## config.mk

```make
export PLATFORM = sky130hd
export DESIGN_NAME = lic_charge_sequencer
export DESIGN_NICKNAME = d
export VERILOG_FILES = /design/src/rtl/lic_pkg.sv /design/src/rtl/lic_charge_sequencer.sv
export SDC_FILE = /design/constraint.sdc
export NUM_CORES = 1
export LEC_CHECK = 0
export BUFFER_PORTS_ARGS = -buffer_cell sky130_fd_sc_hd__buf_2
export CAP_MARGIN = 30
export CORE_MARGIN = 4
export CORE_UTILIZATION = 54
export DETAILED_ROUTE_END_ITERATION = 16
export GPL_TIMING_DRIVEN = 0
export PLACE_DENSITY = 0.74
export SLEW_MARGIN = 10
export SYNTH_ARGS = -nofsm -noshare
export SYNTH_HDL_FRONTEND = slang
export SYNTH_SLANG_ARGS = --single-unit
```

## constraint.sdc

```tcl
create_clock -name clk_sys -period 2.8 [get_ports clk_sys]
set_clock_uncertainty 0.1 [all_clocks]
set_input_delay 0.56 -clock clk_sys [delete_from_list [all_inputs] [get_ports clk_sys]]
set_output_delay 0.56 -clock clk_sys [all_outputs]
set_load 0.02 [all_outputs]
```

## src/rtl/lic_pkg.sv

```systemverilog
package lic_pkg;
    // Register indices on the internal register port
    localparam logic [1:0] LIC_ADDR_CONFIG = 2'h0;
    localparam logic [1:0] LIC_ADDR_CONTROL = 2'h1;
    localparam logic [1:0] LIC_ADDR_STATUS = 2'h2;

    // Charge configuration register fields
    localparam int LIC_CFG_VCHG_LSB = 3;
    localparam int LIC_CFG_SRC_SEL_BIT = 5;
    localparam int LIC_CFG_USB_I_LSB = 6;
    localparam logic [7:0] LIC_CFG_RESET = 8'h00;

    // Charge control register fields
    localparam int LIC_CTL_ENABLE_BIT = 0;
    localparam int LIC_CTL_WD_EN_BIT = 1;
    localparam int LIC_CTL_WD_PER_LSB = 2;
    localparam int LIC_CTL_WD_REFRESH_BIT = 4;
    localparam logic [7:0] LIC_CTL_RESET = 8'h02;

    // Charge voltage codes
    localparam logic [1:0] LIC_VCHG_4V10 = 2'h0;
    localparam logic [1:0] LIC_VCHG_4V20 = 2'h1;
    localparam logic [1:0] LIC_VCHG_4V30 = 2'h2;
    localparam logic [1:0] LIC_VCHG_4V35 = 2'h3;

    // USB current codes
    localparam logic [1:0] LIC_USB_60MA = 2'h0;
    localparam logic [1:0] LIC_USB_200MA = 2'h1;
    localparam logic [1:0] LIC_USB_400MA = 2'h2;
    localparam logic [1:0] LIC_USB_OFF = 2'h3;

    // Watchdog period codes, in minutes 1, 15, 30, 60
    localparam logic [1:0] LIC_WD_1MIN = 2'h0;
    localparam logic [1:0] LIC_WD_15MIN = 2'h1;
    localparam logic [1:0] LIC_WD_30MIN = 2'h2;
    localparam logic [1:0] LIC_WD_60MIN = 2'h3;

    // Timing
    localparam longint LIC_CLK_HZ = 100_000_000;
    localparam longint LIC_WD_MINUTE_S = 60;
    localparam longint LIC_WD_MINUTE_CYCLES = LIC_CLK_HZ * LIC_WD_MINUTE_S;
    localparam int LIC_WD_CNT_W = 40;
    // Period multipliers of the minute count
    localparam longint LIC_WD_MULT_15 = 64'hf;
    localparam longint LIC_WD_MULT_30 = 64'h1e;
    localparam longint LIC_WD_MULT_60 = 64'h3c;

    // Fixed trickle figures, informative only
    localparam int LIC_TRICKLE_MA = 60;
    localparam int LIC_TRICKLE_MV = 2900;

    // Charger modes, one-hot
    typedef enum logic [5:0] {
        LIC_ST_IDLE = 6'h01,
        LIC_ST_TRICKLE = 6'h02,
        LIC_ST_FAST = 6'h04,
        LIC_ST_CV = 6'h08,
        LIC_ST_MAINT = 6'h10,
        LIC_ST_HALT = 6'h20
    } lic_state_e;

    // Analog side comparators
    typedef struct packed {
        logic main_detect;
        logic usb_supply_input;
        logic batt_below_trickle;
        logic batt_near_vcharge;
        logic current_below_eoc;
    } lic_sense_s;

    // Drive to the analog charger core
    typedef struct packed {
        logic main_path_en;
        logic usb_path_en;
        logic trickle_on;
        logic fast_on;
        logic cv_on;
        logic fast_from_rset;
        logic [1:0] usb_current_select;
        logic [1:0] vcharge_select;
    } lic_drive_s;
endpackage : lic_pkg

```

## src/rtl/lic_charge_sequencer.sv

```systemverilog
// Contract
// - Charge starts only with power and enable
// - Power present output low when supply seen
// - Both supplies present: charge through wall path
// - End-of-charge driven low at cycle start
// - Low battery at start enters trickle mode
// - Above threshold leave trickle, enter fast charge
// - Near charge voltage move to constant voltage
// - Ten percent current: release flag, maintenance
// - Maintenance holds until disable or unplug
// - Config bits 4:3 select charge voltage
// - Config bits 7:6 select USB current
// - USB-only input uses USB current field
// - Fast charge runs watchdog; expiry stops charge except in maintenance
// - Cycle started in trickle keeps watchdog off
// - Fall back fast to trickle keeps watchdog
// - Watchdog period 1, 15, 30, 60 minutes
// - Refresh bit or unplug restarts watchdog count
// - Control bit enables or disables watchdog
// - Reset: watchdog enabled, one minute period
`timescale 1ns/1ns
module lic_charge_sequencer #(
    parameter longint WD_MINUTE_CYCLES = lic_pkg::LIC_WD_MINUTE_CYCLES
) (
    input wire logic clk_sys,
    input wire logic sys_rst,
    input wire lic_pkg::lic_sense_s sense,
    input wire logic reg_wr,
    input wire logic [1:0] reg_addr,
    input wire logic [7:0] reg_wdata,
    output logic [7:0] reg_rdata,
    output logic power_present_n,
    output logic end_of_charge_n_out,
    output logic end_of_charge_n_oe,
    output lic_pkg::lic_drive_s drive,
    output logic wd_expired
);
    import lic_pkg::*;

    // Register file
    logic [7:0] charge_config_reg; // Voltage, source select, USB current
    logic [7:0] charge_control_reg; // Enable, watchdog enable and period
    logic [7:0] next_config;
    logic [7:0] next_control;
    logic [7:0] next_rdata;
    logic refresh_wr; // One-cycle pulse, never stored
    logic power_seen;
    logic [7:0] status_word;
    lic_state_e state;
    lic_state_e next_state;

    // Register port decode; refresh bit is write-only and self-clearing
    always_comb begin
        next_config = charge_config_reg;
        next_control = charge_control_reg;
        refresh_wr = 1'b0;
        if (reg_wr && reg_addr == LIC_ADDR_CONFIG) begin
            next_config = reg_wdata;
        end
        if (reg_wr && reg_addr == LIC_ADDR_CONTROL) begin
            next_control = reg_wdata;
            next_control[LIC_CTL_WD_REFRESH_BIT] = 1'b0;
            refresh_wr = reg_wdata[LIC_CTL_WD_REFRESH_BIT];
        end
        case (reg_addr)
            LIC_ADDR_CONFIG: next_rdata = charge_config_reg;
            LIC_ADDR_CONTROL: next_rdata = charge_control_reg;
            LIC_ADDR_STATUS: next_rdata = status_word;
            default: next_rdata = 8'h00; // Unmapped reads zero
        endcase
    end

    // Register state
    always_ff @(posedge clk_sys) begin
        if (sys_rst) begin
            charge_config_reg <= LIC_CFG_RESET;
            charge_control_reg <= LIC_CTL_RESET;
            reg_rdata <= 8'h00;
        end else begin
            charge_config_reg <= next_config;
            charge_control_reg <= next_control;
            reg_rdata <= next_rdata;
        end
    end

    // Field views
    logic chg_en;
    logic wd_en;
    logic [1:0] wd_period;
    logic src_usb;
    logic [1:0] usb_isel;
    assign chg_en = charge_control_reg[LIC_CTL_ENABLE_BIT];
    assign wd_en = charge_control_reg[LIC_CTL_WD_EN_BIT];
    assign wd_period = charge_control_reg[LIC_CTL_WD_PER_LSB +: 2];
    assign src_usb = charge_config_reg[LIC_CFG_SRC_SEL_BIT];
    assign usb_isel = charge_config_reg[LIC_CFG_USB_I_LSB +: 2];
    assign power_seen = sense.main_detect | sense.usb_supply_input;

    // Watchdog
    logic [LIC_WD_CNT_W-1:0] wd_count;
    logic [LIC_WD_CNT_W-1:0] next_wd_count;
    logic [LIC_WD_CNT_W-1:0] wd_limit;
    logic wd_armed; // Set once fast charge has run this cycle
    logic next_wd_armed;
    logic wd_fire;
    logic prev_power; // Detects unplug edge
    logic unplug;

    assign unplug = prev_power & ~power_seen;

    // Period select; counts are cycles, minute count is a parameter
    always_comb begin
        case (wd_period)
            LIC_WD_1MIN: wd_limit = LIC_WD_CNT_W'(WD_MINUTE_CYCLES);
            LIC_WD_15MIN: wd_limit = LIC_WD_CNT_W'(WD_MINUTE_CYCLES * LIC_WD_MULT_15);
            LIC_WD_30MIN: wd_limit = LIC_WD_CNT_W'(WD_MINUTE_CYCLES * LIC_WD_MULT_30);
            default: wd_limit = LIC_WD_CNT_W'(WD_MINUTE_CYCLES * LIC_WD_MULT_60);
        endcase
    end

    assign wd_fire = wd_armed && wd_en && (wd_count >= wd_limit - 1'b1) && !refresh_wr;

    // Watchdog next values
    always_comb begin
        next_wd_count = wd_count;
        next_wd_armed = wd_armed;
        if (next_state == LIC_ST_FAST) begin
            next_wd_armed = 1'b1;
        end else if (next_state == LIC_ST_IDLE) begin
            next_wd_armed = 1'b0; // Fresh cycle may start in trickle
        end
        // Trickle after fast keeps the armed flag untouched
        if (refresh_wr || unplug || !wd_armed || !wd_en || state == LIC_ST_HALT) begin
            next_wd_count = '0;
        end else begin
            next_wd_count = wd_count + 1'b1;
        end
    end

    // Watchdog registers
    always_ff @(posedge clk_sys) begin
        if (sys_rst) begin
            wd_count <= '0;
            wd_armed <= 1'b0;
            prev_power <= 1'b0;
        end else begin
            wd_count <= next_wd_count;
            wd_armed <= next_wd_armed;
            prev_power <= power_seen;
        end
    end

    // Charge sequence next state
    always_comb begin
        next_state = state;
        if (!chg_en || !power_seen) begin
            next_state = LIC_ST_IDLE;
        end else begin
            case (state)
                LIC_ST_IDLE: begin
                    // Trickle figures are fixed in the analog comparator
                    if (sense.batt_below_trickle) begin
                        next_state = LIC_ST_TRICKLE;
                    end else begin
                        next_state = LIC_ST_FAST;
                    end
                end
                LIC_ST_TRICKLE: begin
                    if (wd_fire) begin
                        next_state = LIC_ST_HALT;
                    end else if (!sense.batt_below_trickle) begin
                        next_state = LIC_ST_FAST;
                    end
                end
                LIC_ST_FAST: begin
                    if (wd_fire) begin
                        next_state = LIC_ST_HALT;
                    end else if (sense.batt_below_trickle) begin
                        next_state = LIC_ST_TRICKLE;
                    end else if (sense.batt_near_vcharge) begin
                        next_state = LIC_ST_CV;
                    end
                end
                LIC_ST_CV: begin
                    if (wd_fire) begin
                        next_state = LIC_ST_HALT;
                    end else if (sense.current_below_eoc) begin
                        next_state = LIC_ST_MAINT;
                    end
                end
                LIC_ST_MAINT: next_state = LIC_ST_MAINT;
                LIC_ST_HALT: begin
                    if (refresh_wr) begin
                        next_state = LIC_ST_IDLE;
                    end
                end
                default: next_state = LIC_ST_IDLE;
            endcase
        end
    end

    // Charge sequence register
    always_ff @(posedge clk_sys) begin
        if (sys_rst) begin
            state <= LIC_ST_IDLE;
        end else begin
            state <= next_state;
        end
    end

    // Output drive next values
    lic_drive_s next_drive;
    logic next_eoc_oe;
    logic next_pp_n;
    logic charging;
    logic use_main;
    logic usb_current;

    assign charging = (state == LIC_ST_TRICKLE) || (state == LIC_ST_FAST) || (state == LIC_ST_CV)
        || (state == LIC_ST_MAINT);
    assign use_main = sense.main_detect; // Wall wins when both present
    // USB field applies on USB-only input whatever the select bit says
    assign usb_current = !use_main || src_usb;

    always_comb begin
        next_drive = '0;
        next_drive.vcharge_select = charge_config_reg[LIC_CFG_VCHG_LSB +: 2];
        next_drive.usb_current_select = usb_isel;
        next_drive.main_path_en = charging && use_main;
        next_drive.usb_path_en = charging && !use_main;
        next_drive.trickle_on = (state == LIC_ST_TRICKLE);
        // USB code 11 turns the fast source off when the USB current field applies
        next_drive.fast_on = (state == LIC_ST_FAST) && !(usb_current && usb_isel == LIC_USB_OFF);
        next_drive.cv_on = (state == LIC_ST_CV) || (state == LIC_ST_MAINT);
        next_drive.fast_from_rset = use_main && !src_usb;
        // Low from cycle start until end of charge
        next_eoc_oe = (next_state == LIC_ST_TRICKLE) || (next_state == LIC_ST_FAST)
            || (next_state == LIC_ST_CV);
        next_pp_n = !power_seen;
    end

    // Output registers
    always_ff @(posedge clk_sys) begin
        if (sys_rst) begin
            drive <= '0;
            end_of_charge_n_oe <= 1'b0;
            power_present_n <= 1'b1;
            wd_expired <= 1'b0;
        end else begin
            drive <= next_drive;
            end_of_charge_n_oe <= next_eoc_oe;
            power_present_n <= next_pp_n;
            wd_expired <= (next_state == LIC_ST_HALT);
        end
    end

    // Open drain: only ever pulls low
    assign end_of_charge_n_out = 1'b0;
    assign status_word = {1'b0, wd_armed, state};
endmodule : lic_charge_sequencer

```

==> flow_metrics.tcl <==
set metrics [dict create \
    initial_core_util_pct 55.7 \
    clkPwrFrac_pct 39.0 \
    die_area_um2 9510 \
    slew_viol_final 0 \
    fp-row-count 32 \
    topRoutingLayerUsed "met4" \
    first_iter_violations 142 \
    overflow 0 \
    reg_top3 "wd_count (40), drive (10)" \
    wl_met3_um 427 \
    fp.coreArea_um2 7770 \
    syn_inst 484 \
    antenna_cells 0 \
    largest_reg_flops 40 \
    crit_type "register to register" \
    via_per_inst 5.53 \
    die_x_um 97.5 \
    syn_to_final_growth_pct 15.9 \
    setup_viol 0 \
    p_leak_nw 2.03 \
    synth_area_um2 4330 \
    ys_seq_area_share_pct 38.9 \
    cp_data_required_time_ps 2970 \
    tritoncts "done" \
    p_seq_share_pct 54.6 \
    grtUsageTotal_pct 20.1 \
    htreeDepth 3 \
    drv_cap 0 \
    cts_made_buffers 9 \
    dp_hpwl_mm 7.00 \
    synth_simple_gate_area_share_pct 24.7 \
    synth.area.mux_share_pct 5.09 \
    met1_length_mm 4.40 \
    via_count 3567 \
    finalPower_mw 2.23 \
    cts.clk_slew.worst_paths_ps 110 \
    powerDensity_nw_per_um2 444 \
    grt_pass1_vias 3456 \
    route.met2.wl_mm 4.57 \
    synth_xor_area_share_pct 8.10 \
    syn_area_per_cell_um2 8.94 \
    status "finished, final reports clean" \
    ys_ff_latch 84 \
    yosys.area_share.adder_pct 10.7 \
    hold_viol_final 0 \
    preCtsSetupSlack_ps -291 \
    combPwrFrac_pct 6.4 \
    crit_arrival_ps 2830 \
    finalCritPeriodShare_pct 95.0 \
    wire_per_inst_um 14.8 \
    min_period_ps 2660 \
    pin_count 40 \
    hold_buffers 0 \
    cts_root_buf "clkbuf_8" \
    synth_top_flop_cell "dfxtp_1" \
    io_buffers 37 \
    grt_pass1_wl_mm 16.0 \
    cp_max_fo 5 \
    nets 593 \
    internal_power_mw 1.62 \
    largest-register "wd_count" \
    drt_first_pass_iters 4 \
    start_kind "register" \
    drt_wl_total_mm 9.55 \
    fp.dieH_um 97.5 \
    synthArstFlopShare_pct 0 \
    ys_types 58 \
    power.switching_mw 0.611 \
    synth-edff-count 0 \
    layout-drive-gt1-share_pct 17.9 \
    max_freq_ghz 0.376 \
    place_congestion 0.827 \
    timing.final.ws_setup_ps 141 \
    tightest_slew_ps 668 \
    antenna_found_initial 0 \
    synth-compound-area-share_pct 8.71 \
    clkLatencyLatePin_ps 370 \
    p_sw_share_pct 27.4 \
    grt_max_degree 19 \
    cp-end-kind "register" \
    ant_nets 0 \
    cts_sinks 84 \
    synth_top_family_by_area "simple AND/OR/NAND/NOR gates" \
    cts_buffer_depth 2 \
    yosysWarnings 0 \
    remaining_drc_errors 0 \
    hp-class "input port to register" \
    max-vdd-ir-drop_mv 0.309 \
    relSlewSlack_pct 55.5 \
]
-- critical path, stage by stage (launching register included) --
cell       delay [ps]
dfxtp_4           380
buf_4             140
ha_1              230
inv_2             110
o21ai_4            60
ha_1              170
a21oi_1           200
o21ai_2           100
a2111oi_4         400
a21boi_2          140
or2_4             270
o41ai_2           260
-- final timing paths --
check	start	endpoint	slack, ps	depth (start not counted)
min	sense[4]	drive[8]	320	2
min reg2reg	charge_config_reg[5]	drive[4]	380	1
max reg2reg	charge_control_reg[3]	state[4]	140	11
max	charge_control_reg[3]	state[4]	140	11
-- cells by family after synthesis --
| family | Yosys count |
|---|---|
| AO/OA/AOI/OAI | 58 |
| multiplexers | 22 |
| flip-flops | 84 |
| buffers and inverters | 38 |
| adder cells (fa/ha/maj) | 37 |
| AND/OR/NAND/NOR | 203 |
| XOR/XNOR | 40 |
| other | 2 |
-- through the flow --
stage | utilization [%] | TNS (ps) | hold WS, ps | area (um^2) | cells
3_5_place_dp | 59.8 | -1050 | 355 | 4650 | 625
3_3_place_gp | 59.8 | -788 | 341 | 4650 | 625
4_1_cts | 62.6 | 0 | 312 | 4860 | 641
6_report | 64.6 | 0 | 315 | 5010 | 645
2_1_floorplan | - | 0 | 319 | 4330 | 486
5_1_grt | 64.6 | -76.8 | 295 | 5010 | 645
-- timing repair --
action,in CTS,in global routing
endpoints found under the hold margin,0,0
buffers inserted,0,4
setup endpoints to repair,8,8
pin swaps,1,13
resized for setup,7,23
-- layout make-up --
class	instances	area, um^2
Buffer	19	86.3
Clock buffer	9	124
Clock inverter	7	75.1
Fill cell	663	2750
Inverter	19	77.6
Multi-Input combinational cell	364	2620
Sequential cell	84	1690
Tap cell	102	128
Timing Repair Buffer	41	215
-- cells in the final DEF, fill, tap and decap left out, types with 3 or more instances in the layout --
master     n
a21oi_1   24
mux2i_1   22
o21ai_0    7
nor2b_1    6
xor2_1    28
clkbuf_8   9
buf_4      5
inv_1     15
nor4_1     3
nor3_1    12
nor4_4     3
dfxtp_1   82
ha_1      32
nand4_1   14
o21ai_2    3
buf_2     40
and4_1     4
conb_1     4
xnor2_1   12
nand3b_1   4
clkbuf_1  12
nand2b_1   4
nand3_1   17
nor2_1    86
ha_4       5
o21ai_1    4
nand2_1   27
and3_1     6
inv_8      3
-- power groups by stage --
stage | sequential [mW] | combinational [mW] | clock [mW]
after global routing | 1.22 | 0.159 | 0.938
after detailed placement | 1.25 | 0.129 | 0
final | 1.22 | 0.142 | 0.870
after floorplan | 1.25 | 0.0792 | 0
after global placement | 1.24 | 0.125 | 0
after CTS | 1.22 | 0.130 | 0.885
-- routing by layer --
layer,up-vias,global-route usage [%]
li1,1778,-
met1,1687,26.9
met2,83,33.1
met3,19,3.66
met4,0,5.75
met5,-,0
-- Yosys cell counts, types with 2 or more instances --
cell type / count / share of area (%)
mux2i_1: 22 / 5.1
or3_1: 2 / 0.29
and4_1: 4 / 0.81
nand3_1: 17 / 2.0
inv_1: 19 / 1.6
o22ai_1: 2 / 0.29
o21ai_0: 10 / 1.2
o211ai_1: 2 / 0.35
nor3_1: 12 / 1.4
ha_1: 37 / 11
o21ai_1: 3 / 0.35
conb_1: 2 / 0.17
nor2_1: 86 / 7.5
nand3b_1: 4 / 0.69
xor2_1: 28 / 5.7
dfxtp_1: 84 / 39
nand2b_1: 4 / 0.58
o21ai_2: 2 / 0.41
buf_2: 3 / 0.35
clkbuf_1: 12 / 1.0
and3_1: 6 / 0.87
nand2_1: 27 / 2.3
nand3_2: 2 / 0.46
o211a_1: 2 / 0.46
a21oi_1: 25 / 2.9
nand4_1: 14 / 2.0
o21a_1: 2 / 0.35
nor4_4: 2 / 0.98
nor2b_1: 6 / 0.87
nor4_1: 3 / 0.43
xnor2_1: 12 / 2.4
buf_1: 2 / 0.17
Power figures use the tool's default switching activity.
